File: src/remote_limit_pkg.sv
// How it works
// low threshold is 11 bits: high byte plus low byte bits 7:5, resets 0
// low byte bits 4:0 do nothing and read as zero
// critical limit is an 8-bit integer resetting to 110 degrees
// writing the limit while override is clear locks the value against later writes
// with unsigned format clear, limit bit 7 is a sign bit
// critical output holds until temperature drops below limit minus hysteresis
// hysteresis bits 6:0 weigh 64 down to 1 degree, plain binary
// hysteresis bit 7 accepts any write and changes nothing
// filter field 00 off, 01 and 10 minimal, 11 enhanced
// comparator mode makes alert follow the live alarm conditions
// host writes zeros to filter register bits 7:6
// filter register bits 5:3 read as zero
// temperature below low threshold sets low flag and alert
// temperature above critical limit sets critical flag, alert and critical output
// flags stay set until a status read finds their condition gone
// comparisons are evaluated on each completed conversion
package remote_limit_pkg;

    // register offsets
    localparam logic [7:0] LOW_HI_OFS = 8'h08;
    localparam logic [7:0] LOW_LO_OFS = 8'h14;
    localparam logic [7:0] CRIT_OFS   = 8'h19;
    localparam logic [7:0] HYST_OFS   = 8'h21;
    localparam logic [7:0] FILT_OFS   = 8'hBF;

    // reset values
    localparam logic [7:0] LOW_HI_RST = 8'h00;
    localparam logic [2:0] LOW_LO_RST = 3'h0;
    localparam logic [7:0] CRIT_RST   = 8'h6E;
    localparam logic [6:0] HYST_RST   = 7'h0A;
    localparam logic [1:0] FILT_RST   = 2'h0;

    // field positions
    localparam int LOW_LO_MSB   = 7;
    localparam int LOW_LO_LSB   = 5;
    localparam int HYST_MSB     = 6;
    localparam int FILT_MSB     = 2;
    localparam int FILT_LSB     = 1;
    localparam int FRSV_MSB     = 7;
    localparam int FRSV_LSB     = 6;
    localparam int CMP_MODE_BIT = 0;

    // fixed point: 10 integer bits with sign, 3 fraction bits
    localparam int FIX_W  = 13;
    localparam int TEMP_W = 12;

    typedef enum logic [1:0] {
        FILT_OFF,
        FILT_MIN,
        FILT_MAX
    } filter_level_t;

    // whole-degree byte to fixed point, sign honoured only when asked
    function automatic logic signed [12:0] byte_to_fix(input logic [7:0] v, input logic is_signed);
        return {{2{is_signed & v[7]}}, v, 3'h0};
    endfunction : byte_to_fix

    // eleven-bit signed reading (1/8 degree) to fixed point
    function automatic logic signed [12:0] low_to_fix(input logic [10:0] v);
        return {{2{v[10]}}, v};
    endfunction : low_to_fix

    function automatic filter_level_t decode_filter(input logic [1:0] f);
        case (f)
            2'h0:    return FILT_OFF;
            2'h3:    return FILT_MAX;
            default: return FILT_MIN;
        endcase
    endfunction : decode_filter

endpackage : remote_limit_pkg

File: src/limit_cmp_if.sv
`timescale 1ns/1ps
interface limit_cmp_if;
    logic                eval;
    logic signed [12:0]  temp;
    logic signed [12:0]  low_lim;
    logic signed [12:0]  crit_lim;
    logic [6:0]          hyst;
    logic                done;
    logic                low_cond;
    logic                crit_cond;
    logic                crit_hold;

    modport bank (output eval, temp, low_lim, crit_lim, hyst,
                  input  done, low_cond, crit_cond, crit_hold);
    modport cmp  (input  eval, temp, low_lim, crit_lim, hyst,
                  output done, low_cond, crit_cond, crit_hold);
endinterface : limit_cmp_if

File: src/limit_compare.sv
`timescale 1ns/1ps
module limit_compare (
    // clock and reset
    input  wire logic  mclk_i,
    input  wire logic  rst_i,
    // operands and results
    limit_cmp_if.cmp   lc
);

    typedef struct packed {
        logic done;
        logic low_cond;
        logic crit_cond;
        logic crit_hold;
    } cmp_state_t;

    cmp_state_t         st_ff;
    cmp_state_t         nxt_st;
    logic signed [13:0] release_lvl;

    // one bit wider so the subtraction never wraps
    assign release_lvl = 14'(lc.crit_lim) - 14'(signed'({1'b0, lc.hyst, 3'h0}));

    // all three comparisons happen together on a finished conversion
    always_comb begin
        nxt_st      = st_ff;
        nxt_st.done = 1'b0;
        // evaluate per conversion
        if (lc.eval) begin
            nxt_st.done      = 1'b1;
            // below low threshold
            nxt_st.low_cond  = lc.temp < lc.low_lim;
            // above critical limit
            nxt_st.crit_cond = lc.temp > lc.crit_lim;
            // hysteresis release
            if (lc.temp > lc.crit_lim) begin
                nxt_st.crit_hold = 1'b1;
            end else if (14'(lc.temp) < release_lvl) begin
                nxt_st.crit_hold = 1'b0;
            end
        end
    end

    always_ff @(posedge mclk_i or posedge rst_i) begin
        if (rst_i) begin
            st_ff <= '0;
        end else begin
            st_ff <= nxt_st;
        end
    end

    assign lc.done      = st_ff.done;
    assign lc.low_cond  = st_ff.low_cond;
    assign lc.crit_cond = st_ff.crit_cond;
    assign lc.crit_hold = st_ff.crit_hold;
endmodule : limit_compare

File: src/remote_temp_limit_regs.sv
`timescale 1ns/1ps
module remote_temp_limit_regs (
    // clock and reset
    input  wire logic         mclk_i,
    input  wire logic         rst_i,
    // register port from the serial interface engine
    input  wire logic [7:0]   reg_addr_i,
    input  wire logic [7:0]   reg_wdata_i,
    input  wire logic         reg_wr_i,
    input  wire logic         reg_rd_i,
    output logic [7:0]        reg_rdata_o,
    // configuration bits held elsewhere
    input  wire logic         limit_override_i,
    input  wire logic         unsigned_format_select_i,
    // conversion results
    input  wire logic         conv_done_i,
    input  wire logic [11:0]  remote_temp_i,
    // status register read strobe
    input  wire logic         status_rd_i,
    // alarm outputs
    output logic              remote_low_alarm_flag_o,
    output logic              remote_critical_alarm_flag_o,
    output logic              alert_o,
    output logic              critical_output_o,
    // mode outputs
    output logic [1:0]        filter_level_select_o,
    output logic              comparator_mode_select_o,
    output logic              critical_limit_locked_o
);

    typedef struct packed {
        logic [7:0] low_limit_upper_bits;
        logic [2:0] low_limit_lower_bits;
        logic [7:0] critical_limit_bits;
        logic [6:0] critical_hysteresis_bits;
        logic [1:0] filt_spare;
        logic [1:0] filter_level_select;
        logic       comparator_mode_select;
        logic       crit_locked;
        logic       low_flag;
        logic       crit_flag;
        logic       alert;
        logic       crit_out;
        logic [1:0] filt_level;
        logic [7:0] rdata;
    } bank_state_t;

    bank_state_t st_ff;
    bank_state_t nxt_st;
    logic        wr_low_hi;
    logic        wr_low_lo;
    logic        wr_crit;
    logic        wr_hyst;
    logic        wr_filt;
    logic [7:0]  rd_mux;

    limit_cmp_if lc ();

    limit_compare u_compare (
        .mclk_i (mclk_i),
        .rst_i  (rst_i),
        .lc     (lc.cmp)
    );

    // write decode
    assign wr_low_hi = reg_wr_i && (reg_addr_i == remote_limit_pkg::LOW_HI_OFS);
    assign wr_low_lo = reg_wr_i && (reg_addr_i == remote_limit_pkg::LOW_LO_OFS);
    assign wr_crit   = reg_wr_i && (reg_addr_i == remote_limit_pkg::CRIT_OFS);
    assign wr_hyst   = reg_wr_i && (reg_addr_i == remote_limit_pkg::HYST_OFS);
    assign wr_filt   = reg_wr_i && (reg_addr_i == remote_limit_pkg::FILT_OFS);

    // operands to the comparator: conversion inputs plus limits taken from live register contents
    assign lc.eval     = conv_done_i;
    assign lc.temp     = 13'(signed'(remote_temp_i));
    // signed eleven-bit threshold
    assign lc.low_lim  = remote_limit_pkg::low_to_fix({st_ff.low_limit_upper_bits, st_ff.low_limit_lower_bits});
    // sign only in signed format
    assign lc.crit_lim = remote_limit_pkg::byte_to_fix(st_ff.critical_limit_bits, !unsigned_format_select_i);
    // binary degree weights
    assign lc.hyst     = st_ff.critical_hysteresis_bits;

    // read data mux; unmapped offsets answer zero
    always_comb begin
        case (reg_addr_i)
            remote_limit_pkg::LOW_HI_OFS: rd_mux = st_ff.low_limit_upper_bits;
            // unused low bits zero
            remote_limit_pkg::LOW_LO_OFS: rd_mux = {st_ff.low_limit_lower_bits, 5'h00};
            remote_limit_pkg::CRIT_OFS:   rd_mux = st_ff.critical_limit_bits;
            remote_limit_pkg::HYST_OFS:   rd_mux = {1'b0, st_ff.critical_hysteresis_bits};
            // middle bits zero
            remote_limit_pkg::FILT_OFS:   rd_mux = {st_ff.filt_spare, 3'h0, st_ff.filter_level_select,
                                                    st_ff.comparator_mode_select};
            default:                      rd_mux = 8'h00;
        endcase
    end

    // next state of the whole bank
    always_comb begin
        nxt_st = st_ff;
        if (reg_rd_i) begin
            nxt_st.rdata = rd_mux;
        end
        // low threshold store
        if (wr_low_hi) begin
            nxt_st.low_limit_upper_bits = reg_wdata_i;
        end
        if (wr_low_lo) begin
            nxt_st.low_limit_lower_bits = reg_wdata_i[remote_limit_pkg::LOW_LO_MSB:remote_limit_pkg::LOW_LO_LSB];
        end
        // lock after write
        if (wr_crit && !st_ff.crit_locked) begin
            nxt_st.critical_limit_bits = reg_wdata_i;
            if (!limit_override_i) begin
                nxt_st.crit_locked = 1'b1;
            end
        end
        // spare bit dropped
        if (wr_hyst) begin
            nxt_st.critical_hysteresis_bits = reg_wdata_i[remote_limit_pkg::HYST_MSB:0];
        end
        // spare bits kept as written
        if (wr_filt) begin
            nxt_st.filt_spare             = reg_wdata_i[remote_limit_pkg::FRSV_MSB:remote_limit_pkg::FRSV_LSB];
            nxt_st.filter_level_select    = reg_wdata_i[remote_limit_pkg::FILT_MSB:remote_limit_pkg::FILT_LSB];
            nxt_st.comparator_mode_select = reg_wdata_i[remote_limit_pkg::CMP_MODE_BIT];
        end
        // filter level decode
        nxt_st.filt_level = 2'(remote_limit_pkg::decode_filter(nxt_st.filter_level_select));
        // clear only when gone
        if (status_rd_i && !lc.low_cond) begin
            nxt_st.low_flag = 1'b0;
        end
        if (status_rd_i && !lc.crit_cond) begin
            nxt_st.crit_flag = 1'b0;
        end
        // low alarm set
        if (lc.done && lc.low_cond) begin
            nxt_st.low_flag = 1'b1;
        end
        // critical alarm set
        if (lc.done && lc.crit_cond) begin
            nxt_st.crit_flag = 1'b1;
        end
        // comparator or latched alert
        if (st_ff.comparator_mode_select) begin
            nxt_st.alert = lc.low_cond | lc.crit_cond;
        end else begin
            nxt_st.alert = nxt_st.low_flag | nxt_st.crit_flag;
        end
        // held critical output
        nxt_st.crit_out = lc.crit_hold;
    end

    // a set arriving with a status read wins, as ordered above
    always_ff @(posedge mclk_i or posedge rst_i) begin
        if (rst_i) begin
            st_ff                          <= '0;
            st_ff.low_limit_upper_bits     <= remote_limit_pkg::LOW_HI_RST;
            st_ff.low_limit_lower_bits     <= remote_limit_pkg::LOW_LO_RST;
            // power-on limit
            st_ff.critical_limit_bits      <= remote_limit_pkg::CRIT_RST;
            st_ff.critical_hysteresis_bits <= remote_limit_pkg::HYST_RST;
            st_ff.filter_level_select      <= remote_limit_pkg::FILT_RST;
        end else begin
            st_ff <= nxt_st;
        end
    end

    assign reg_rdata_o                  = st_ff.rdata;
    assign remote_low_alarm_flag_o      = st_ff.low_flag;
    assign remote_critical_alarm_flag_o = st_ff.crit_flag;
    assign alert_o                      = st_ff.alert;
    assign critical_output_o            = st_ff.crit_out;
    assign filter_level_select_o        = st_ff.filt_level;
    assign comparator_mode_select_o     = st_ff.comparator_mode_select;
    assign critical_limit_locked_o      = st_ff.crit_locked;
endmodule : remote_temp_limit_regs

File: config.mk
export PLATFORM = sky130hd
export DESIGN_NAME = remote_temp_limit_regs
export DESIGN_NICKNAME = d
export VERILOG_FILES = /design/src/remote_limit_pkg.sv /design/src/limit_cmp_if.sv /design/src/limit_compare.sv /design/src/remote_temp_limit_regs.sv
export SDC_FILE = /design/constraint.sdc
export NUM_CORES = 1
export LEC_CHECK = 0
export ABC_AREA = 0
export ABC_CLOCK_PERIOD_IN_PS = 4200
export BUFFER_PORTS_ARGS = -buffer_cell sky130_fd_sc_hd__buf_2
export CORE_MARGIN = 5
export CORE_UTILIZATION = 45
export CTS_CLUSTER_SIZE = 24
export DETAILED_ROUTE_END_ITERATION = 6
export GPL_TIMING_DRIVEN = 0
export PLACE_DENSITY = 0.66
export SLEW_MARGIN = 25
export SYNTH_ARGS = -nofsm -noshare
export SYNTH_HDL_FRONTEND = slang
export SYNTH_SLANG_ARGS = --single-unit
File: constraint.sdc
create_clock -name mclk_i -period 4.2 [get_ports mclk_i]
set_input_delay 0.63 -clock mclk_i [delete_from_list [all_inputs] [get_ports mclk_i]]
set_output_delay 0.63 -clock mclk_i [all_outputs]
set_load 0.05 [all_outputs]
==> results of run 1 <==
## synthesized netlist by cell type, types with 3 or more instances
library cell	n	area, µm²
a21o_1	5	37.5
a21oi_1	9	45.0
a22o_1	4	35.0
a22oi_1	7	52.6
a311oi_1	6	52.6
buf_4	10	75.1
clkbuf_1	4	15.0
dfrtp_1	43	1080
dfstp_2	7	184
ha_1	37	463
inv_1	35	131
mux2_2	24	270
mux2_4	8	120
nand2_1	16	60.1
nand3_1	4	20.0
nand4_1	6	37.5
nor2_1	23	86.3
nor2b_1	3	18.8
nor3_1	3	15.0
nor3b_1	3	22.5
o21ai_0	14	70.1
o21bai_1	4	30.0
xor2_1	3	26.3
## worst paths after layout
path,slack [ps],cells after the start,from,end
max,1150,13,lc.hyst[3],u_compare.lc.crit_hold
min,350,2,rst_i,filter_level_select_o[1]
max reg2reg,1150,13,lc.hyst[3],u_compare.lc.crit_hold
min reg2reg,430,0,u_compare.lc.crit_hold,critical_output_o
max in group asynchronous,3260,3,rst_i,lc.crit_lim[8]
min in group mclk_i,430,0,u_compare.lc.crit_hold,critical_output_o
## power breakdown
part	internal, mW	leakage (nW)	switching [mW]	total, mW
registers	0.518	0.640	0.0251	0.543
logic	0.133	1.08	0.198	0.331
clock network	0.178	0.0514	0.159	0.337
## worst max-delay path, delay by kind of cell (launching register included)
kind                     cells  cell delay, ps
adder cells (fa/ha/maj)      2             610
flip-flops                   1             550
AND/OR/NAND/NOR              5             630
buffers and inverters        1              40
AO/OA/AOI/OAI                5            1100
## cell type report
class | count | area [µm²] | share of cell area [%]
flip-flops and latches | 50 | 1260 | 33.1
inverters | 35 | 131 | 3.45
multi-input cells | 220 | 1810 | 47.5
plain buffers | 16 | 106 | 2.80
clock buffers | 6 | 72.6 | 1.91
clock inverters | 2 | 37.5 | 0.987
repair buffers | 50 | 265 | 6.97
well taps | 99 | 124 | 3.26
## registers in the layout, indices dropped and copies added (netlist names)
name,cells
u_compare.lc.crit_cond,1
lc.hyst,7
reg_rdata_o,8
u_compare.lc.crit_hold,1
lc.crit_lim,8
critical_output_o,1
comparator_mode_select_o,1
filter_level_select_o,2
remote_critical_alarm_flag_o,1
u_compare.lc.done,1
st_ff,4
remote_low_alarm_flag_o,1
u_compare.lc.low_cond,1
critical_limit_locked_o,1
lc.low_lim,11
alert_o,1
## cells in the final DEF (no fill, tap or decap), types with 6 or more instances in the layout
cell / count
mux2_4: 8
o21ai_0: 14
dfstp_2: 7
ha_1: 37
nand2_1: 16
mux2_2: 24
inv_1: 34
buf_2: 50
a21oi_1: 9
dfrtp_1: 43
a311oi_1: 6
buf_4: 10
nand4_1: 6
nor2_1: 23
a22oi_1: 7
## layer usage
| layer | share of wire (%) | global-route usage [%] | wire length [µm] |
|---|---|---|---|
| met4 | 0.97 | 3.20 | 72 |
| met2 | 48 | 28.9 | 3550 |
| met1 | 47 | 23.5 | 3500 |
| met3 | 4.2 | 2.81 | 316 |
| met5 | 0 | 0 | 0 |
## cells by family (layout without fill, tap and decap cells)
logic type	after synthesis	after routing
multiplexers	32	32
adder cells (fa/ha/maj)	38	38
AO/OA/AOI/OAI	68	68
AND/OR/NAND/NOR	77	77
XOR/XNOR	5	5
buffers and inverters	51	109
flip-flops	50	50
## stage by stage
step           total power, mW  hold slack [ps]
4_1_cts                   1.22              365
6_report                  1.21              353
5_1_grt                   1.29              395
3_3_place_gp             0.874              401
3_5_place_dp             0.885              415
2_1_floorplan            0.788              373
==> reports/metrics.cfg, run 1 <==
[drt]
viasPerCell = 5.39
dr_total_vias = 2575
first_pass_iters = 7
ant_nets = 0
drt-total-wl_um = 7440
drtIter0Drc = 97
drc_errors = 0
drt-wirelength-per-cell_um = 15.6

[worst_setup_path]
crit_chain = inv_1 > ha_1 > and2_1 > o21ai_0 > a31oi_1 > nor3_1 > nor2_1 > ha_1 > a21o_1 > a2111oi_0 > o21ai_0 > nand2_1 > nand3_1
critPathMaxStageDelay_ps = 550
critPathKind = reg2reg
critPathLaunchType = flip-flop
worstPathMaxFanout = 4
slowest_stage = dfstp_2
worst-endpoint-arrival_ps = 3230
critPathCaptureType = flip-flop
critPathRequiredTime_ps = 4380

[floorplan]
fp.coreArea_um2 = 7210
ios = 52
chipWidth_um = 95.7
die_h_um = 95.7
initial_core_util_pct = 45.8
dieArea_um2 = 9160
rows = 31

[clock_tree]
clk_latency_ps = 300
cts_tree = yes
ctsHtreeMaxLevel = 2
clock_sinks = 50
holdBufCountCts = 0
cts_buffers = 5
cts.path.max_buffers = 2
clk_pin_slew_worst_paths_ps = 90
clock-root-buffer = clkbuf_8
post_cts_resized = 0
postCtsSetupRepairBufs = 0

[place]
place_area_um2 = 3690
place_inst = 470
portBuffers = 49
place_congestion = 0.899
dpl_worst_slack_ps = 1190
place_hpwl_um = 6090

[status]
status = finished clean

[cells_and_area]
diodes = 0
fillers = 699
area_growth_pct = 15.1
nNetsFinal = 452
final_util_pct = 52.7
drive_above_1_share_pct = 30.6
fin_cells = 478
finalInstanceArea_um2 = 3800

[synth]
ys_seq_elements = 50
netlist_area_um2 = 3310
post_synth.cell_area_avg_um2 = 10.3
async_flop_share_pct = 100
synth_xor_area_share_pct = 1.32
synth_adder_area_share_pct = 14.6
synthDistinctLibCells = 54
synth_compound_area_share_pct = 14.3
seq_area_frac_synth_pct = 38.1
yosysWarnings = 0
synth_top_family_by_area = adder cells
synthesis.nets = 395
synth_edf_count = 0
syn_inst = 321
synthSimpleGateAreaFrac_pct = 12.7
synth_top_flop_cell = dfrtp_1
synth_mux_area_share_pct = 11.8

[global_route]
globalRoute.totalOverflow = 0
grt_pass1_vias = 2567
grt.total_usage_pct = 17.2
antenna_found_initial = 0
grt_max_degree = 28
grt_pass1_wl_um = 12300

[power_and_ir_drop]
p_per_area_nw_per_um2 = 318
p_leak_nw = 1.77
peakVddDrop_mv = 0.174

[timing]
fin_ws_ps = 1150
fin_skew_ps = 5.25
fmax_ghz = 0.328
finalCritPeriodShare_pct = 72.6
timing.final.setup_violations = 0
slew_viol_final = 0
finalHoldViolCount = 0
timing.setup.tns_ps = 0
tightest_slew_ps = 961
timing.final.crit_period_ps = 3050
rsz0062_at_grt = no
slew_headroom_pct = 35.0

[worst_hold_path]
hp-class = in2async

[run]
max-cap-violations = 0

(Power assumes the default switching activity.)
==> run 2, diff against run 1 <==
ABC_AREA = 1   (was 0)
ABC_CLOCK_PERIOD_IN_PS = 2500   (was 4200)
PLACE_DENSITY = 0.68   (was 0.66)
clock period = 2.5 ns   (was 4.2 ns; I/O delays follow)
==> run 2 against run 1 <==
  * Final cell count increased by 23%
  * Combinational power increased by 52%
  * Critical path type unchanged
  * Global-route usage up 1.4 points
  * First-iteration DRC count grew 40%
  * Largest cell class unchanged
==> reports/metrics.cfg, run 2 <==
[floorplan]
ios = 52  ; unchanged
initial_core_util_pct = 46.2  ; +0.38 points
fp.coreArea_um2 = 7250  ; +0.54%
chipWidth_um = 96.3  ; +0.61%
die_h_um = 96.3  ; +0.61%
dieArea_um2 = 9270  ; +1.2%
rows = 31  ; unchanged

[clock_tree]
cts_tree = yes
clock_sinks = 50  ; unchanged
ctsHtreeMaxLevel = 2  ; unchanged
clock-root-buffer = clkbuf_8
cts.path.max_buffers = 2  ; unchanged
clk_pin_slew_worst_paths_ps = 90  ; about the same
clk_latency_ps = 310  ; about the same
cts_buffers = 5  ; unchanged

[status]
status = finished clean

[synth]
synth_adder_area_share_pct = 14.4  ; -0.20 points
synthSimpleGateAreaFrac_pct = 21.5  ; +8.8 points
yosysWarnings = 0  ; unchanged
seq_area_frac_synth_pct = 37.6  ; -0.51 points
ys_seq_elements = 50  ; unchanged
synth_xor_area_share_pct = 1.57  ; +0.24 points
synth.most_common_cell = nand2_1
async_flop_share_pct = 100  ; unchanged
syn_inst = 424  ; +32%
yosys-top-cells-area = dfrtp_1 (32%), ha_1 (14%), nand2_1 (12%)
synth_edf_count = 0  ; unchanged
synth_top_family_by_area = simple AND/OR/NAND/NOR gates
synth_top_area_cell = dfrtp_1
synth_top_cells_by_count = nand2_1 (110), inv_1 (67), dfrtp_1 (43), o21ai_0 (43), ha_1 (37)
synth_top_area_share_pct = 32.1  ; -0.44 points
synthesis.nets = 498  ; +26%
synth_mux_area_share_pct = 0  ; -12 points
post_synth.cell_area_avg_um2 = 7.90  ; -23%
synth_compound_area_share_pct = 13.7  ; -0.53 points
synth_top_flop_cell = dfrtp_1
synthDistinctLibCells = 35  ; -35%
netlist_area_um2 = 3350  ; +1.4%

[worst_hold_path]
hp-class = in2async

[worst_setup_path]
worst-endpoint-arrival_ps = 2650  ; -580 ps
critPathRequiredTime_ps = 2710  ; -1670 ps
critPathLaunchType = flip-flop
worstPathMaxFanout = 2  ; -2
startpoint = lc.crit_lim[3]
critPathCaptureType = flip-flop
r2r-start = lc.crit_lim[3]
critPathKind = reg2reg

[cells_and_area]
final_util_pct = 55.1  ; +2.3 points
regArea_um2 = 1260  ; unchanged
largest_reg_flops = 11  ; unchanged
drive_above_1_share_pct = 26.2  ; -4.4 points
fillers = 701  ; +0.29%
area_growth_pct = 19.2
diodes = 0  ; unchanged
multi_input_area_um2 = 1840  ; +1.5%
fin_cells = 588  ; +23%
layout_commonest_cell = nand2_1
final_cell_mix = nand2_1 (107), inv_1 (63), buf_2 (51)
nNetsFinal = 562  ; +24%

[drt]
ant_nets = 0  ; unchanged
dr_total_vias = 2917  ; +13%
viasPerCell = 4.96  ; -7.9%
drtIter0Drc = 136  ; +40%
first_pass_iters = 5  ; -2
drc_errors = 0  ; unchanged
drt-wirelength-per-cell_um = 13.8  ; -11%
drt-total-wl_um = 8100  ; +8.9%

[place]
dpl_worst_slack_ps = -161  ; -1350 ps
portBuffers = 50  ; +2.0%
place_congestion = 0.880  ; -2.1%
place_inst = 574  ; +22%
place_hpwl_um = 6550  ; +7.6%

[timing]
rsz0062_at_grt = yes
fin_ws_ps = 54.5  ; -1100 ps
finalCritPeriodShare_pct = 97.8  ; +25 points
holdWs_ps = 71.5  ; -282 ps
finalHoldViolCount = 0  ; unchanged
timing.final.setup_violations = 0  ; unchanged
slew_headroom_pct = 68.1  ; +33 points
timing.final.crit_period_ps = 2450  ; -603 ps
slew_viol_final = 0  ; unchanged
timing.setup.tns_ps = 0  ; unchanged
tightest_slew_ps = 478  ; -484 ps
fin_skew_ps = 7.65  ; +2.40 ps
fmax_ghz = 0.409  ; +25%

[global_route]
grt.total_usage_pct = 18.6  ; +1.4 points
globalRoute.totalOverflow = 0  ; unchanged
grt_pass1_vias = 2821  ; +9.9%
grt_pass1_wl_um = 13200  ; +7.7%
antenna_found_initial = 0  ; unchanged
grt_max_degree = 31  ; +11%

[power_and_ir_drop]
p_per_area_nw_per_um2 = 465  ; +46%
p_leak_nw = 2.02  ; +14%
peakVddDrop_mv = 0.221  ; +27%

[run]
max-cap-violations = 0  ; unchanged

[run 2: cell types whose count changed in the layout (fill, tap and decap cells not counted), moves of 6 or more]
| cell | previous run | this run |
|---|---|---|
| o21ai_0 | 14 | 41 |
| nand3_1 | 4 | 10 |
| buf_4 | 10 | 16 |
| nand2_1 | 16 | 107 |
| a311oi_1 | 6 | 0 |
| a22oi_1 | 7 | 0 |
| mux2_2 | 24 | 0 |
| o21ai_2 | 0 | 9 |
| inv_1 | 34 | 63 |
| nand3_2 | 0 | 6 |
| mux2_4 | 8 | 0 |
[run 2: through the flow]
step           total power, mW  instance area, µm²
4_1_cts                   1.84                3920
3_5_place_dp              1.35                3740
6_report                  1.86                4000
5_1_grt                   1.98                4000
2_1_floorplan             1.22                3350
3_3_place_gp              1.33                3720
[run 2: power by group]
group,internal (mW),switching [mW]
Sequential,0.856,0.0229
Combinational,0.189,0.315
Clock,0.198,0.278
Total,1.24,0.616
[run 2: worst paths after layout]
path	cells past startpoint	end	slack [ps]
hold reg to reg	0	critical_output_o	390
max in group asynchronous	3	lc.crit_lim[4]	1830
setup / recovery	18	u_compare.lc.crit_hold	50
hold / removal	2	reg_rdata_o[7]	70
min in group mclk_i	1	u_compare.lc.done	230
setup reg to reg	18	u_compare.lc.crit_hold	50
[run 2: kinds of logic (layout without fill, tap and decap cells)]
kind of cell	Yosys count	after routing
xor+xnor	6	6
flops	50	50
simple gates	166	166
compound gates	81	81
fa+ha+maj	38	38
buf+inv	83	148
[run 2: layer usage]
metal,vias to the layer above,GRT usage [%],share of wire (%)
met4,0,4.44,1.1
met1,1341,24.4,45
li1,1498,-,-
met3,9,3.44,4.5
met2,69,31.7,49
met5,-,0,0
[run 2: critical path, stage by stage, from the launching register on]
cell and delay [ps]:
dfrtp_1 400, inv_2 90, ha_4 140, inv_2 50, fa_2 360, nand3_2 70, nand3_2 70, nand2_1 70
nand2_1 60, o211ai_1 80, a21oi_1 100, ha_1 290, nand2_2 70, nor2_4 120, nand3_2 90, nand4_1 100
nand3_1 80, nand2_1 60, nand2_1 40
[run 2: final cells by class]
| class | instances | area share, % |
|---|---|---|
| buffer | 14 | 2.85 |
| tap | 99 | 3.10 |
| multi-input combinational | 291 | 45.9 |
| sequential | 50 | 31.5 |
| timing repair buffer | 57 | 7.89 |
| clock buffer | 6 | 1.82 |
| clock inverter | 2 | 0.345 |
| inverter | 69 | 6.51 |
[run 2: repair_timing]
action,in CTS,in global routing
setup buffers,4,2
setup endpoints to repair,1,1
pin swaps,8,10
resized for setup,14,12
hold buffers,0,0
